==> config.mk <==
export PLATFORM = sky130hd
export DESIGN_NAME = css_slave
export DESIGN_NICKNAME = d
export VERILOG_FILES = /design/src/css_pkg.sv /design/src/css_regfile.sv /design/src/css_slave.sv
export SDC_FILE = /design/constraint.sdc
export NUM_CORES = 1
export LEC_CHECK = 0
export BUFFER_PORTS_ARGS = -buffer_cell sky130_fd_sc_hd__buf_2
export CAP_MARGIN = 20
export CORE_MARGIN = 2
export CORE_UTILIZATION = 50
export CTS_BUF_LIST = sky130_fd_sc_hd__clkbuf_8
export CTS_CLUSTER_DIAMETER = 100
export DETAILED_ROUTE_END_ITERATION = 8
export PLACE_DENSITY_LB_ADDON = 0.05
export SLEW_MARGIN = 30
export SYNTH_ARGS = -nofsm -noshare
export SYNTH_HDL_FRONTEND = slang
export SYNTH_SLANG_ARGS = --single-unit
==> constraint.sdc <==
create_clock -name clk_in -period 3.27 [get_ports clk_in]
set_input_delay 0.1635 -clock clk_in [delete_from_list [all_inputs] [get_ports clk_in]]
set_output_delay 0.1635 -clock clk_in [all_outputs]
set_load 0.02 [all_outputs]
==> src/css_pkg.sv <==
`default_nettype none

package css_pkg;

  // fixed seven-bit bus address of this slave
  localparam logic [6:0] OWN_ADDR = 7'h74;

  // capacitor count registers, one byte each
  localparam logic [7:0] RED_CAP_OFS = 8'h06;
  localparam logic [7:0] GREEN_CAP_OFS = 8'h07;
  localparam logic [7:0] BLUE_CAP_OFS = 8'h08;
  localparam logic [7:0] CLEAR_CAP_OFS = 8'h09;

  // integration slot registers, low byte here, upper bits one address up
  localparam logic [7:0] RED_INT_OFS = 8'h0A;
  localparam logic [7:0] GREEN_INT_OFS = 8'h0C;
  localparam logic [7:0] BLUE_INT_OFS = 8'h0E;
  localparam logic [7:0] CLEAR_INT_OFS = 8'h10;
  localparam logic [7:0] HIGH_BYTE_STEP = 8'h01;

  // field widths and values after reset
  localparam int CAP_W = 4;
  localparam int INT_W = 12;
  localparam logic [3:0] CAP_RESET = 4'hF;
  localparam logic [11:0] INT_RESET = 12'h000;

  // bits in one serial byte, acknowledge excluded
  localparam logic [3:0] BITS_PER_BYTE = 4'h8;

  // serial engine states, one-hot
  typedef enum logic [8:0] {
    ST_IDLE     = 9'b0_0000_0001,
    ST_ADDR     = 9'b0_0000_0010,
    ST_ADDR_ACK = 9'b0_0000_0100,
    ST_REG      = 9'b0_0000_1000,
    ST_REG_ACK  = 9'b0_0001_0000,
    ST_WDATA    = 9'b0_0010_0000,
    ST_WACK     = 9'b0_0100_0000,
    ST_RDATA    = 9'b0_1000_0000,
    ST_RACK     = 9'b1_0000_0000
  } css_state_t;

endpackage : css_pkg

`default_nettype wire

==> src/css_regfile.sv <==
`timescale 1ns/1ps
`default_nettype none

module css_regfile
  import css_pkg::*;
(
  input wire logic clk_in,
  input wire logic rst_in,
  input wire logic wr_en_in,
  input wire logic [7:0] addr_in,
  input wire logic [7:0] wdata_in,
  output logic [7:0] rdata_out,
  output logic [CAP_W-1:0] red_cap_out,
  output logic [CAP_W-1:0] green_cap_out,
  output logic [CAP_W-1:0] blue_cap_out,
  output logic [CAP_W-1:0] clear_cap_out,
  output logic [INT_W-1:0] red_int_out,
  output logic [INT_W-1:0] green_int_out,
  output logic [INT_W-1:0] blue_int_out,
  output logic [INT_W-1:0] clear_int_out
);

  // capacitor byte decode: {hit, channel}
  function automatic logic [2:0] cap_sel(input logic [7:0] a);
    case (a)
      RED_CAP_OFS: cap_sel = 3'b100;
      GREEN_CAP_OFS: cap_sel = 3'b101;
      BLUE_CAP_OFS: cap_sel = 3'b110;
      CLEAR_CAP_OFS: cap_sel = 3'b111;
      default: cap_sel = 3'b000;
    endcase
  endfunction : cap_sel

  // integration byte decode: {hit, high byte, channel}
  function automatic logic [3:0] int_sel(input logic [7:0] a);
    case (a)
      RED_INT_OFS: int_sel = 4'b1000;
      GREEN_INT_OFS: int_sel = 4'b1001;
      BLUE_INT_OFS: int_sel = 4'b1010;
      CLEAR_INT_OFS: int_sel = 4'b1011;
      RED_INT_OFS + HIGH_BYTE_STEP: int_sel = 4'b1100;
      GREEN_INT_OFS + HIGH_BYTE_STEP: int_sel = 4'b1101;
      BLUE_INT_OFS + HIGH_BYTE_STEP: int_sel = 4'b1110;
      CLEAR_INT_OFS + HIGH_BYTE_STEP: int_sel = 4'b1111;
      default: int_sel = 4'b0000;
    endcase
  endfunction : int_sel

  logic [CAP_W-1:0] cap_reg [4]; // capacitor counts per channel
  logic [INT_W-1:0] int_reg [4]; // integration slot counts per channel
  logic [7:0] rdata_reg; // registered read byte
  wire logic [2:0] csel = cap_sel(addr_in); // decoded capacitor target
  wire logic [3:0] isel = int_sel(addr_in); // decoded integration target
  wire logic [INT_W-1:0] isel_val = int_reg[isel[1:0]]; // addressed slot count
  wire logic [7:0] rd_value = csel[2] ? {4'h0, cap_reg[csel[1:0]]} :
                              !isel[3] ? 8'h00 :
                              isel[2] ? {4'h0, isel_val[11:8]} : isel_val[7:0];

  // register storage, cleared to defaults by reset
  always_ff @(posedge clk_in or posedge rst_in) begin
    if (rst_in) begin
      for (int i = 0; i < 4; i++) begin
        cap_reg[i] <= CAP_RESET;
        int_reg[i] <= INT_RESET;
      end
    end else if (wr_en_in) begin
      // capacitor byte: low nibble kept, upper bits read zero
      if (csel[2]) begin
        cap_reg[csel[1:0]] <= wdata_in[3:0];
      end
      // slot count: low byte or upper nibble
      if (isel[3] && isel[2]) begin
        int_reg[isel[1:0]][11:8] <= wdata_in[3:0];
      end else if (isel[3]) begin
        int_reg[isel[1:0]][7:0] <= wdata_in;
      end
    end
  end

  // read byte follows the address one cycle later
  always_ff @(posedge clk_in or posedge rst_in) begin
    if (rst_in) begin
      rdata_reg <= 8'h00;
    end else begin
      rdata_reg <= rd_value;
    end
  end

  assign rdata_out = rdata_reg;
  assign red_cap_out = cap_reg[0];
  assign green_cap_out = cap_reg[1];
  assign blue_cap_out = cap_reg[2];
  assign clear_cap_out = cap_reg[3];
  assign red_int_out = int_reg[0];
  assign green_int_out = int_reg[1];
  assign blue_int_out = int_reg[2];
  assign clear_int_out = int_reg[3];

endmodule : css_regfile

`default_nettype wire

==> src/css_slave.sv <==
// What this block does
// - idle bus: both lines released high
// - slave transceiver only, up to 100 kbit/s
// - detect start: data falls, clock high
// - detect stop: data rises, clock high; idle
// - busy start to stop; restart equals start
// - change data only while clock low
// - drive data only for ack or read
// - eight bits msb first, then ack bit
// - every received byte acknowledged by receiver
// - master nack ends reading; release data line
// - first byte: seven-bit address, direction bit
// - matching address acked; direction sets role
// - answer only the fixed own address
// - write: address, register, data, then store
// - read: pointer write, restart, send register byte
// - functions as individually addressed byte registers
// - capacitor counts at addresses six to nine
// - slot counts at A, C, E, 10
// - slot counts zero to FFF, reset zero
// - capacitor counts zero to 15, reset 0F
// - reset sets all registers to defaults asynchronously
// - sleep halts core and powers analog down
`timescale 1ns/1ps
`default_nettype none

module css_slave
  import css_pkg::*;
(
  input wire logic clk_in,
  input wire logic rst_in,
  input wire logic sleep_in,
  input wire logic bus_clock_pin_in,
  input wire logic bus_data_pin_in,
  output logic bus_data_pin_out,
  output logic bus_data_pin_oe_out,
  output logic bus_busy_out,
  output logic analog_power_down_out,
  output logic [CAP_W-1:0] red_capacitor_count_out,
  output logic [CAP_W-1:0] green_capacitor_count_out,
  output logic [CAP_W-1:0] blue_capacitor_count_out,
  output logic [CAP_W-1:0] clear_capacitor_count_out,
  output logic [INT_W-1:0] red_integration_slots_out,
  output logic [INT_W-1:0] green_integration_slots_out,
  output logic [INT_W-1:0] blue_integration_slots_out,
  output logic [INT_W-1:0] clear_integration_slots_out
);

  // synchroniser stages: first stage feeds only the second
  logic scl_meta_reg; // clock pin, first stage
  logic scl_sync_reg; // clock pin, settled
  logic scl_prev_reg; // clock pin, one cycle older
  logic sda_meta_reg; // data pin, first stage
  logic sda_sync_reg; // data pin, settled
  logic sda_prev_reg; // data pin, one cycle older
  logic slp_meta_reg; // sleep pin, first stage
  logic slp_sync_reg; // sleep pin, settled

  // serial engine state
  css_state_t state_reg; // current state
  css_state_t state_next; // next state
  logic [3:0] bit_cnt_reg; // bits seen in current byte
  logic [3:0] bit_cnt_next;
  logic [7:0] rx_shift_reg; // received bits, msb first
  logic [7:0] rx_shift_next;
  logic [7:0] tx_shift_reg; // bits still to send, msb at top
  logic [7:0] tx_shift_next;
  logic [7:0] reg_ptr_reg; // register pointer
  logic [7:0] reg_ptr_next;
  logic master_ack_reg; // master acknowledged last read byte
  logic master_ack_next;
  logic drive_low_reg; // pulls the data line low
  logic drive_low_next;
  logic busy_reg; // bus held between start and stop
  logic busy_next;
  logic wr_en_reg; // one-cycle store strobe
  logic wr_en_next;
  logic [7:0] wr_data_reg; // byte to store
  logic [7:0] wr_data_next;
  logic pd_reg; // analog power down

  // register file read byte at the pointer
  logic [7:0] rf_rdata;

  // bus events seen on the settled samples
  wire logic scl_rise = scl_sync_reg & ~scl_prev_reg;
  wire logic scl_fall = ~scl_sync_reg & scl_prev_reg;
  wire logic start_seen = scl_sync_reg & scl_prev_reg & sda_prev_reg & ~sda_sync_reg;
  wire logic stop_seen = scl_sync_reg & scl_prev_reg & ~sda_prev_reg & sda_sync_reg;
  wire logic byte_done = (bit_cnt_reg == BITS_PER_BYTE);
  wire logic addr_match = (rx_shift_reg[7:1] == OWN_ADDR);
  wire logic [7:0] ptr_inc = reg_ptr_reg + 8'h01;

  // pin synchronisers
  always_ff @(posedge clk_in or posedge rst_in) begin
    if (rst_in) begin
      scl_meta_reg <= 1'b1;
      scl_sync_reg <= 1'b1;
      scl_prev_reg <= 1'b1;
      sda_meta_reg <= 1'b1;
      sda_sync_reg <= 1'b1;
      sda_prev_reg <= 1'b1;
      slp_meta_reg <= 1'b0;
      slp_sync_reg <= 1'b0;
    end else begin
      scl_meta_reg <= bus_clock_pin_in;
      scl_sync_reg <= scl_meta_reg;
      scl_prev_reg <= scl_sync_reg;
      sda_meta_reg <= bus_data_pin_in;
      sda_sync_reg <= sda_meta_reg;
      sda_prev_reg <= sda_sync_reg;
      slp_meta_reg <= sleep_in;
      slp_sync_reg <= slp_meta_reg;
    end
  end

  // next-state logic for the serial engine
  always_comb begin
    state_next = state_reg;
    bit_cnt_next = bit_cnt_reg;
    rx_shift_next = rx_shift_reg;
    tx_shift_next = tx_shift_reg;
    reg_ptr_next = reg_ptr_reg;
    master_ack_next = master_ack_reg;
    drive_low_next = drive_low_reg;
    busy_next = busy_reg;
    wr_en_next = 1'b0;
    wr_data_next = wr_data_reg;
    if (slp_sync_reg) begin
      // sleeping: core halted, line released, registers kept
      state_next = ST_IDLE;
      drive_low_next = 1'b0;
      busy_next = 1'b0;
    end else if (start_seen) begin
      // start or repeated start: same treatment
      state_next = ST_ADDR;
      bit_cnt_next = 4'h0;
      drive_low_next = 1'b0;
      busy_next = 1'b1;
    end else if (stop_seen) begin
      // stop: back to idle with the line released
      state_next = ST_IDLE;
      drive_low_next = 1'b0;
      busy_next = 1'b0;
    end else begin
      unique case (state_reg)
        ST_IDLE: begin
          // not addressed or a foreign address: stay released
          drive_low_next = 1'b0;
        end
        ST_ADDR, ST_REG, ST_WDATA: begin
          // receive: sample on rise, act on the fall after bit eight
          if (scl_rise && !byte_done) begin
            rx_shift_next = {rx_shift_reg[6:0], sda_sync_reg};
            bit_cnt_next = bit_cnt_reg + 4'h1;
          end else if (scl_fall && byte_done) begin
            bit_cnt_next = 4'h0;
            drive_low_next = 1'b1;
            if (state_reg == ST_ADDR) begin
              if (addr_match) begin
                state_next = ST_ADDR_ACK;
              end else begin
                state_next = ST_IDLE;
                drive_low_next = 1'b0;
              end
            end else if (state_reg == ST_REG) begin
              reg_ptr_next = rx_shift_reg;
              state_next = ST_REG_ACK;
            end else begin
              wr_en_next = 1'b1;
              wr_data_next = rx_shift_reg;
              state_next = ST_WACK;
            end
          end
        end
        ST_ADDR_ACK: begin
          // end of address ack: become sender or receiver
          if (scl_fall) begin
            if (rx_shift_reg[0]) begin
              state_next = ST_RDATA;
              tx_shift_next = rf_rdata;
              drive_low_next = ~rf_rdata[7];
            end else begin
              state_next = ST_REG;
              drive_low_next = 1'b0;
            end
          end
        end
        ST_REG_ACK, ST_WACK: begin
          // ack clocked by the master, released on its fall
          if (scl_fall) begin
            state_next = ST_WDATA;
            drive_low_next = 1'b0;
            if (state_reg == ST_WACK) begin
              reg_ptr_next = ptr_inc;
            end
          end
        end
        ST_RDATA: begin
          // transmit: count on rise, shift on fall
          if (scl_rise) begin
            bit_cnt_next = bit_cnt_reg + 4'h1;
          end else if (scl_fall && byte_done) begin
            bit_cnt_next = 4'h0;
            drive_low_next = 1'b0;
            reg_ptr_next = ptr_inc;
            state_next = ST_RACK;
          end else if (scl_fall) begin
            tx_shift_next = {tx_shift_reg[6:0], 1'b0};
            drive_low_next = ~tx_shift_reg[6];
          end
        end
        ST_RACK: begin
          // master answer: ack sends next byte, nack releases
          if (scl_rise) begin
            master_ack_next = ~sda_sync_reg;
          end else if (scl_fall) begin
            if (master_ack_reg) begin
              state_next = ST_RDATA;
              tx_shift_next = rf_rdata;
              drive_low_next = ~rf_rdata[7];
            end else begin
              state_next = ST_IDLE;
              drive_low_next = 1'b0;
            end
          end
        end
      endcase
    end
  end

  // serial engine registers
  always_ff @(posedge clk_in or posedge rst_in) begin
    if (rst_in) begin
      state_reg <= ST_IDLE;
      bit_cnt_reg <= 4'h0;
      rx_shift_reg <= 8'h00;
      tx_shift_reg <= 8'h00;
      reg_ptr_reg <= 8'h00;
      master_ack_reg <= 1'b0;
      drive_low_reg <= 1'b0;
      busy_reg <= 1'b0;
      wr_en_reg <= 1'b0;
      wr_data_reg <= 8'h00;
    end else begin
      state_reg <= state_next;
      bit_cnt_reg <= bit_cnt_next;
      rx_shift_reg <= rx_shift_next;
      tx_shift_reg <= tx_shift_next;
      reg_ptr_reg <= reg_ptr_next;
      master_ack_reg <= master_ack_next;
      drive_low_reg <= drive_low_next;
      busy_reg <= busy_next;
      wr_en_reg <= wr_en_next;
      wr_data_reg <= wr_data_next;
    end
  end

  // analog power down follows the settled sleep level
  always_ff @(posedge clk_in or posedge rst_in) begin
    if (rst_in) begin
      pd_reg <= 1'b0;
    end else begin
      pd_reg <= slp_sync_reg;
    end
  end

  // register storage and read port
  css_regfile u_regfile (
    .clk_in(clk_in),
    .rst_in(rst_in),
    .wr_en_in(wr_en_reg),
    .addr_in(reg_ptr_reg),
    .wdata_in(wr_data_reg),
    .rdata_out(rf_rdata),
    .red_cap_out(red_capacitor_count_out),
    .green_cap_out(green_capacitor_count_out),
    .blue_cap_out(blue_capacitor_count_out),
    .clear_cap_out(clear_capacitor_count_out),
    .red_int_out(red_integration_slots_out),
    .green_int_out(green_integration_slots_out),
    .blue_int_out(blue_integration_slots_out),
    .clear_int_out(clear_integration_slots_out)
  );

  // open-drain data pin: only ever pulls low
  assign bus_data_pin_out = 1'b0;
  assign bus_data_pin_oe_out = drive_low_reg;
  assign bus_busy_out = busy_reg;
  assign analog_power_down_out = pd_reg;

endmodule : css_slave

`default_nettype wire

Yosys cells after proc, flatten, opt, wreduce, memory -nomap -nowiden
Memories as Yosys holds them, arrays and structs flattened. Index checks and enable logic that the tools add are counted.

Flip-flop bits (word level): 129. Latch bits: 0. Memory bits (writable): 0. Bits in read-only memories: 128. Output and inout bits: 68. Word-level logic and storage cells: 212. Memories: 1.

$add $sub $neg: 2. $mul: 0. Div/mod/pow operators: 0. $lt $le $gt $ge: 4. Eq/ne operators: 40. Shifts and indexed selects: 0. Multiplexer cells: 91. Bitwise gates (word level): 21. Reductions and logical operators: 25.

Memories: (no name shown) (depth 32, bits a word 4, rd ports 1, clocked after Yosys merged registers in 0, wr ports 0, RTL line css_regfile.sv:36) `case (a)`.

Operators with widths (count): $mux W8 (14); $mux W9 (12); $bwmux W48 (2); $mux W48 (2); $mux W7 (9); $demux W12 S2 (2); $pmux W9 S5 (1); $ne A5 B5 Y1 const B (8); $mux W12 (3); $mux W4 (9); $ne A2 B2 Y1 const B (16); $mux W1 (27); $bmux W12 S2 (1); $pmux W8 S3 (1); $reduce_and A12 Y1 (2); $pmux W7 S3 (1); $bwmux W16 (1); $eq A8 B3 Y1 const B (2); $eq A8 B4 Y1 const B (2); $reduce_and A8 Y1 (2); $not A1 Y1 (12); $pmux W3 S4 (1); $reduce_bool A3 Y1 (4); $reduce_and A5 Y1 (2); other kinds (33) (47).

Depth between registers and ports, before layout
Gate-level depths: netlist (run 1).

Word-level depth: 10. Mapped depth: 10. Mapped depth without buffers: 8.

Modules after synthesis
From an unflattened synthesis (run 1), not the netlist that was laid out.

Cell total of the unflattened synthesis: 536. Area total of the unflattened synthesis: 6323.6 µm².

By module, submodules not included: css_regfile (instances 1, cells each 255, area each 3330.7 µm², seq. area each 1821.7 µm²); css_slave (instances 1, cells each 281, area each 2992.9 µm², seq. area each 1435.1 µm²).

Worst setup path after synthesis (run 1)
OpenSTA, ideal clock, no wires.

Path type: flip-flop to flip-flop. Start: register reg_ptr_reg[0]. End: register u_regfile.int_reg, in the netlist u_regfile.green_int_out[0]. Library setup time: 0.125 ns. Data arrival time: 2.122 ns. Setup slack: 1.023 ns. Stages on the path, launching flop included: 8. Path buffers: 0. Period minus slack after synthesis: 2.247 ns. Cell sequence: dfrtp_1 -> ha_1 -> inv_1 -> o21ai_0 -> a32oi_1 -> nand3_4 -> nor4_4 -> mux2_2.

Longest elaborated chain between the ends: 10. Elaborated cells on any way between the ends: 16.

Ends and longest elaborated chain: start, declared (RTL line css_slave.sv:68) `logic [7:0] reg_ptr_reg;`; start signal, assigned (RTL line css_slave.sv:250) `reg_ptr_reg <= reg_ptr_next;`; $mem_v2 Z32 W4 *; $mux W4 * (RTL line css_regfile.sv:36); $not A2 Y3 (implied by the code) (RTL line css_regfile.sv:73, css_regfile.sv:75); $ge A3 B3 Y1 (implied by the code) or $lt A3 B1 Y1 (tied branches) (RTL line css_regfile.sv:75) `int_reg[isel[1:0]][7:0] <= wdata_in;`; $logic_and A1 B1 Y1 (implied by the code) (RTL line css_regfile.sv:75); $mux W8 (implied by the code) (RTL line css_regfile.sv:75); $demux W12 S2 (RTL line css_regfile.sv:75); $bwmux W48 (RTL line css_regfile.sv:75); $mux W48 (RTL line css_regfile.sv:74) `end else if (isel[3]) begin`; $mux W48 (RTL line css_regfile.sv:72) `if (isel[3] && isel[2]) begin`; end signal, assigned by index (RTL line css_regfile.sv:73) `int_reg[isel[1:0]][11:8] <= wdata_in[3:0];`; end signal, assigned by index (RTL line css_regfile.sv:75); end, declared (RTL line css_regfile.sv:50) `logic [INT_W-1:0] int_reg [4];`.

Every way passes the cells marked *; elsewhere a longest branch is shown, timed or not. The select of a mux whose other input is x is not followed. A chain may end at the register's enable or synchronous reset.

Worst setup path after layout (run 1)
Same ends and word-level chain as after synthesis.

==> flow_summary.ini, run 1 <==
[global_route]
grt_pass1_wl_um = 26000
grt_overflow = 0
grt_max_degree = 60
grt_pass1_vias = 4758
antenna_found_initial = 0
grtUsageTotal_pct = 23.9

[critical_path]
cp-start-kind = flop
r2r-start = reg_ptr_reg[0]
r2r_slack_ns = 0.63
cp-startpoint = reg_ptr_reg[0]
critPathMaxFanout = 8
critPathRequiredTime_ns = 3.61
r2r_end = u_regfile.green_int_out[0]
critPathKind = reg -> reg
ff2ff_path_depth = 7
cp.arrival_ns = 2.97
cp-endpoint = u_regfile.green_int_out[0]
end_kind = flop

[detailed_routing]
wl_per_cell_um = 19.3
drtAntennaViolNets = 0
drt_iter0_markers = 399
drt-vias-per-instance = 5.85
drc = 0
vias = 4758
drt_wl_total_um = 15700
dr.pass1.iters = 5

[synthesis]
dominantRegCellSynth = dfrtp_1
synthArstFlopShare_pct = 100
synth_fp_nets = 566
yosysWarnings = 0
ys_types = 70
avgSynthCellArea_um2 = 11.7
ys_seq_area_share_pct = 50.0
ys_ff_latch = 129
syn_inst = 555
synth_edf_count = 0
synth_area_um2 = 6510

[clock_tree]
cts_tree = done
cts_made_buffers = 17
cts_sinks = 129
clk_pin_slew_ns = 0.09
cts.htree.levels = 4
clock_tree.root_cell = clkbuf_8
cts-resized-gates = 0
clock_latency_ns = 0.45
cts_buffer_depth = 2

[sta]
finClkSkew_ns = 0.0134
fin_crit_sh_pct = 80.6
slew_headroom_pct = 48.9
slew_violations = 0
finalSetupViolCount = 0
fin_crit_ns = 2.64
rsz0062_at_grt = false
fin_hold_ws_ns = 0.264
worst_pin_slew_ns = 0.761
finalSetupTns_ns = 0
fmax_mhz = 379
hold_viol = 0

[final_layout]
final_core_util_pct = 58.6
final_cells = 814
layout.nets = 640
antenna_cells = 0
area_delta_synth_final_pct = 14.1
drive_above_1_share_pct = 40.0

[floorplan]
die_area_um2 = 13900
initial_utilization_pct = 51.4
pin_count = 73
core_area_um2 = 12700
die_w_um = 118
die_h_um = 118
placementRows = 41

[pwr]
p_leak_nw = 3.40
power_density_nw_per_um2 = 426
ir_drop_mv = 0.279

[place]
hpwlAfterDp_um = 11300
io_buffers = 71
gp_congestion = 0.889
dp_cells = 778

[worst_hold_path]
hp-class = in -> async

[outcome]
status = finished, final reports clean

[job]
drv_cap = 0
-- area by class of cell --
| class | instances | area [µm²] |
|---|---|---|
| Tap cell | 172 | 215 |
| Clock inverter | 14 | 156 |
| Clock buffer | 18 | 248 |
| Multi-Input combinational cell | 385 | 3020 |
| Fill cell | 1089 | 5240 |
| Timing Repair Buffer | 83 | 480 |
| Inverter | 13 | 52.6 |
| Sequential cell | 129 | 3260 |
-- metal layers --
| metal | routed length, µm | global-route usage (%) |
|---|---|---|
| met1 | 7320 | 32.9 |
| met2 | 7490 | 37.9 |
| met3 | 737 | 5.04 |
| met4 | 172 | 7.53 |
| met5 | 0 | 0 |
-- worst min path at each step --
| stage | startpoint | to | cells after the start |
|---|---|---|---|
| floorplan | bus_clock_pin_in | scl_meta_reg | 0 |
| CTS | rst_in | u_regfile.clear_int_out[5] | 3 |
| global route | rst_in | u_regfile.blue_int_out[6] | 3 |
| finish | rst_in | u_regfile.clear_int_out[5] | 3 |
| detailed placement | rst_in | u_regfile.clear_int_out[5] | 2 |
| global placement | bus_data_pin_in | sda_meta_reg | 1 |
-- cell families after synthesis --
logic type               synth area share [%]
AND/OR/NAND/NOR                          14.0
flip-flops                               50.0
multiplexers                             18.8
AO/OA/AOI/OAI                            11.6
buffers and inverters                    3.56
adder cells (fa/ha/maj)                  1.15
XOR/XNOR                                0.807
other                                  0.0576
-- critical path: stages (launching register included) --
cell,delay [ns]
dfrtp_1,0.45
ha_1,0.32
inv_1,0.17
o21ai_0,0.13
a32oi_1,0.40
nand3_4,0.16
nor4_4,0.49
mux2_2,0.41
-- placed cells by master (no fill, tap or decap), types with 4 or more instances in the layout --
| cell type | synthesis | routed |
|---|---|---|
| a21oi_1 | 18 | 18 |
| a222oi_1 | 8 | 8 |
| a22o_1 | 4 | 4 |
| a31oi_1 | 8 | 8 |
| buf_2 | 11 | 71 |
| buf_4 | 3 | 6 |
| clkbuf_8 | 0 | 18 |
| dfrtp_1 | 106 | 106 |
| dfstp_2 | 23 | 23 |
| dlygate4sd3_1 | 0 | 4 |
| ha_1 | 6 | 6 |
| inv_1 | 13 | 13 |
| inv_6 | 0 | 4 |
| mux2_2 | 96 | 96 |
| mux2i_1 | 12 | 12 |
| nand2_1 | 41 | 41 |
| nand3_1 | 17 | 17 |
| nand3b_1 | 5 | 5 |
| nor2_1 | 30 | 30 |
| nor2b_1 | 7 | 7 |
| nor3_1 | 7 | 7 |
| nor4_1 | 4 | 4 |
| nor4_4 | 4 | 4 |
| o21ai_0 | 29 | 29 |
| o221ai_1 | 8 | 8 |
| o22a_1 | 4 | 4 |
| or2_2 | 6 | 6 |
| or3_1 | 6 | 6 |
| xor2_1 | 4 | 4 |
-- through the flow --
stage	instance area, µm²	power (mW)	worst slack [ns]
final	7430	3.16	0.635
after global routing	7430	3.30	0.467
after CTS	7430	3.20	0.641
after detailed placement	6990	1.80	0.644
after global placement	6970	1.79	0.709
after floorplan	6510	1.75	1.02
-- Yosys cell counts (4+ instances only) --
cell type | number | area share (%)
xor2_1 | 4 | 0.54
a21oi_1 | 18 | 1.4
a31oi_1 | 8 | 0.77
o22a_1 | 4 | 0.54
nor4_4 | 4 | 1.3
dfstp_2 | 23 | 9.3
ha_1 | 6 | 1.2
nand3b_1 | 5 | 0.58
inv_1 | 13 | 0.75
nand3_1 | 17 | 1.3
o221ai_1 | 8 | 1.1
nor2b_1 | 7 | 0.67
buf_2 | 11 | 0.85
or2_2 | 6 | 0.58
mux2_2 | 96 | 17
nor3_1 | 7 | 0.54
buf_6 | 5 | 0.86
nor4_1 | 4 | 0.38
a22o_1 | 4 | 0.54
nand2_1 | 41 | 2.4
dfrtp_1 | 106 | 41
mux2i_1 | 12 | 1.8
clkbuf_1 | 4 | 0.23
o21ai_0 | 29 | 2.2
or3_1 | 6 | 0.58
nor2_1 | 30 | 1.7
a222oi_1 | 8 | 1.2
-- what timing repair did --
action                                 CTS  global route
hold buffers                             4             0
setup buffers                            0             0
endpoints found under the hold margin   19             0
-- power by group --
| group | total [mW] | switching (mW) | internal (mW) |
|---|---|---|---|
| clock | 1.40 | 0.686 | 0.710 |
| combinational | 0.137 | 0.0960 | 0.0409 |
| sequential | 1.63 | 0.0184 | 1.61 |
Power figures use the tool's default switching activity.
==> run 2, diff against run 1 <==
Clock period 3.27 ns to 2.3 ns, I/O delays scaled along.
==> flow_summary.ini, run 2 (synthesis gave the netlist of run 1 again) <==
[outcome]
status = finished, final reports clean

[final_layout]
layout.nets = 698
layout_common_cells = dfrtp_1, mux2_2, buf_2
antenna_cells = 0
final_common_cell = dfrtp_1
area_delta_synth_final_pct = 23.1
finish.instance_area_um2 = 8010
fill_cells = 1010
drive_above_1_share_pct = 48.1

[clock_tree]
cts_tree = done
cts_made_buffers = 17
cts_buffer_depth = 2
clock_tree.root_cell = clkbuf_8
cts_sinks = 129
cts.htree.levels = 4
clock_latency_ns = 0.45
clk_pin_slew_ns = 0.08

[place]
hpwlAfterDp_um = 12600
pre_cts_slack_ns = -0.145
placed_area_um2 = 7460
io_buffers = 71
gp_congestion = 0.883

[critical_path]
critPathMaxFanout = 7
path_common_cell = buf_4
r2r-start = state_reg[3]
cp_cell_sequence = buf_4 -> xor2_1 -> mux2_4 -> nor2b_4 -> a211o_2 -> buf_4 -> or3_1 -> a21oi_2
cpLargestDelayFamily = simple AND/OR/NAND/NOR gates
critPathRequiredTime_ns = 2.68
crit_slowest_cell = dfrtp_2
critPathKind = reg -> reg
r2r_end = state_reg[5]
end_kind = flop
cp-start-kind = flop
path_buf_inv = 2
r2r_slack_ns = 0.06
cp_slowest_stage_delay_ns = 0.45
cp.arrival_ns = 2.62
ff2ff_path_depth = 8

[worst_hold_path]
hp-class = in -> async

[sta]
finalSetupTns_ns = 0
finalSetupViolCount = 0
finClkSkew_ns = 0.00881
layout_setup_ws_ns = 0.0565
fin_hold_ws_ns = 0.297
worst_pin_slew_ns = 0.670
fin_crit_sh_pct = 97.5
slew_headroom_pct = 55.4
rsz0062_at_grt = true
fin_crit_ns = 2.24
hold_viol = 0
slew_violations = 0
fmax_mhz = 446

[floorplan]
die_area_um2 = 13900
initial_utilization_pct = 51.4
core_area_um2 = 12700
die_h_um = 118
pin_count = 73
die_w_um = 118
placementRows = 41

[pwr]
ir_drop_mv = 0.415
power_density_nw_per_um2 = 557
p_leak_nw = 3.70
finalPower_mw = 4.46

[global_route]
grt_pass1_wl_um = 27400
grt_max_degree = 38
grtUsageTotal_pct = 25.3
antenna_found_initial = 0
grt_pass1_vias = 5070
grt_overflow = 0

[detailed_routing]
drt-vias-per-instance = 5.74
drc = 0
drtAntennaViolNets = 0
drt_iter0_markers = 348
dr.pass1.iters = 4
drt_wl_total_um = 17000
wl_per_cell_um = 19.5
vias = 5007

[job]
drv_cap = 0
==> run 2: cell types whose count changed in the layout (fill, tap and decap cells not counted), sizes merged <==
cell / before / now
clkinvlp: 3 / 5
clkinv: 4 / 1
clkbuf: 18 / 17
buf: 79 / 137
bufinv: 2 / 1
inv: 18 / 21
==> run 2: tightest hold or removal path, cell delays in order <==
cell and delay (ns):
dlygate4sd3_1 0.53, buf_2 0.13, clkinvlp_4 0.43
==> run 2: worst max path at each step <==
stage	to	cells after the start	start	slack, ns
3_3_place_gp	tx_shift_reg[3]	7	state_reg[2]	-0.13
3_5_place_dp	tx_shift_reg[3]	7	state_reg[2]	-0.15
5_1_grt	bit_cnt_reg[3]	7	state_reg[1]	-0.06
6_report	state_reg[5]	8	state_reg[3]	0.06
2_1_floorplan	u_regfile.green_int_out[0]	7	reg_ptr_reg[0]	0.05
4_1_cts	state_reg[5]	8	state_reg[3]	0.02
==> run 2: area by class of cell <==
type | instances | area [µm²] | share of cell area [%]
clock inverter | 15 | 148 | 1.84
clock buffer | 17 | 234 | 2.92
timing repair buffer | 141 | 977 | 12.2
tap | 172 | 215 | 2.69
multi-input combinational | 385 | 3120 | 39.0
inverter | 13 | 52.6 | 0.656
sequential | 129 | 3260 | 40.7
==> run 2: routing by layer <==
layer	part of all wire [%]	track usage, %	vias to the layer above	routed length [µm]
met2	47	39.7	128	7960
met1	47	35.2	2535	8040
li1	-	-	2322	-
met3	4.3	4.75	22	728
met4	1.5	8.51	0	257
met5	0	0	-	0
==> run 2: what timing repair did <==
action	4_1_cts	5_1_grt
hold buffers	4	0
endpoints found under the hold margin	25	0
endpoints found under the setup margin	11	57
setup buffers	0	2
pin swaps	0	2
gates resized for setup	5	26
==> run 2: through the flow <==
stage / utilization, % / instances
floorplan: - / 555
global placement: 58.9 / 834
detailed placement: 58.9 / 834
CTS: 62.3 / 870
global route: 63.2 / 872
finish: 63.2 / 872
==> run 2: where the power goes <==
part / leakage (nW) / switching [mW] / internal [mW]
sequential: 1.70 / 0.0237 / 2.29
clock: 0.186 / 1.01 / 0.884
combinational: 1.82 / 0.158 / 0.0951
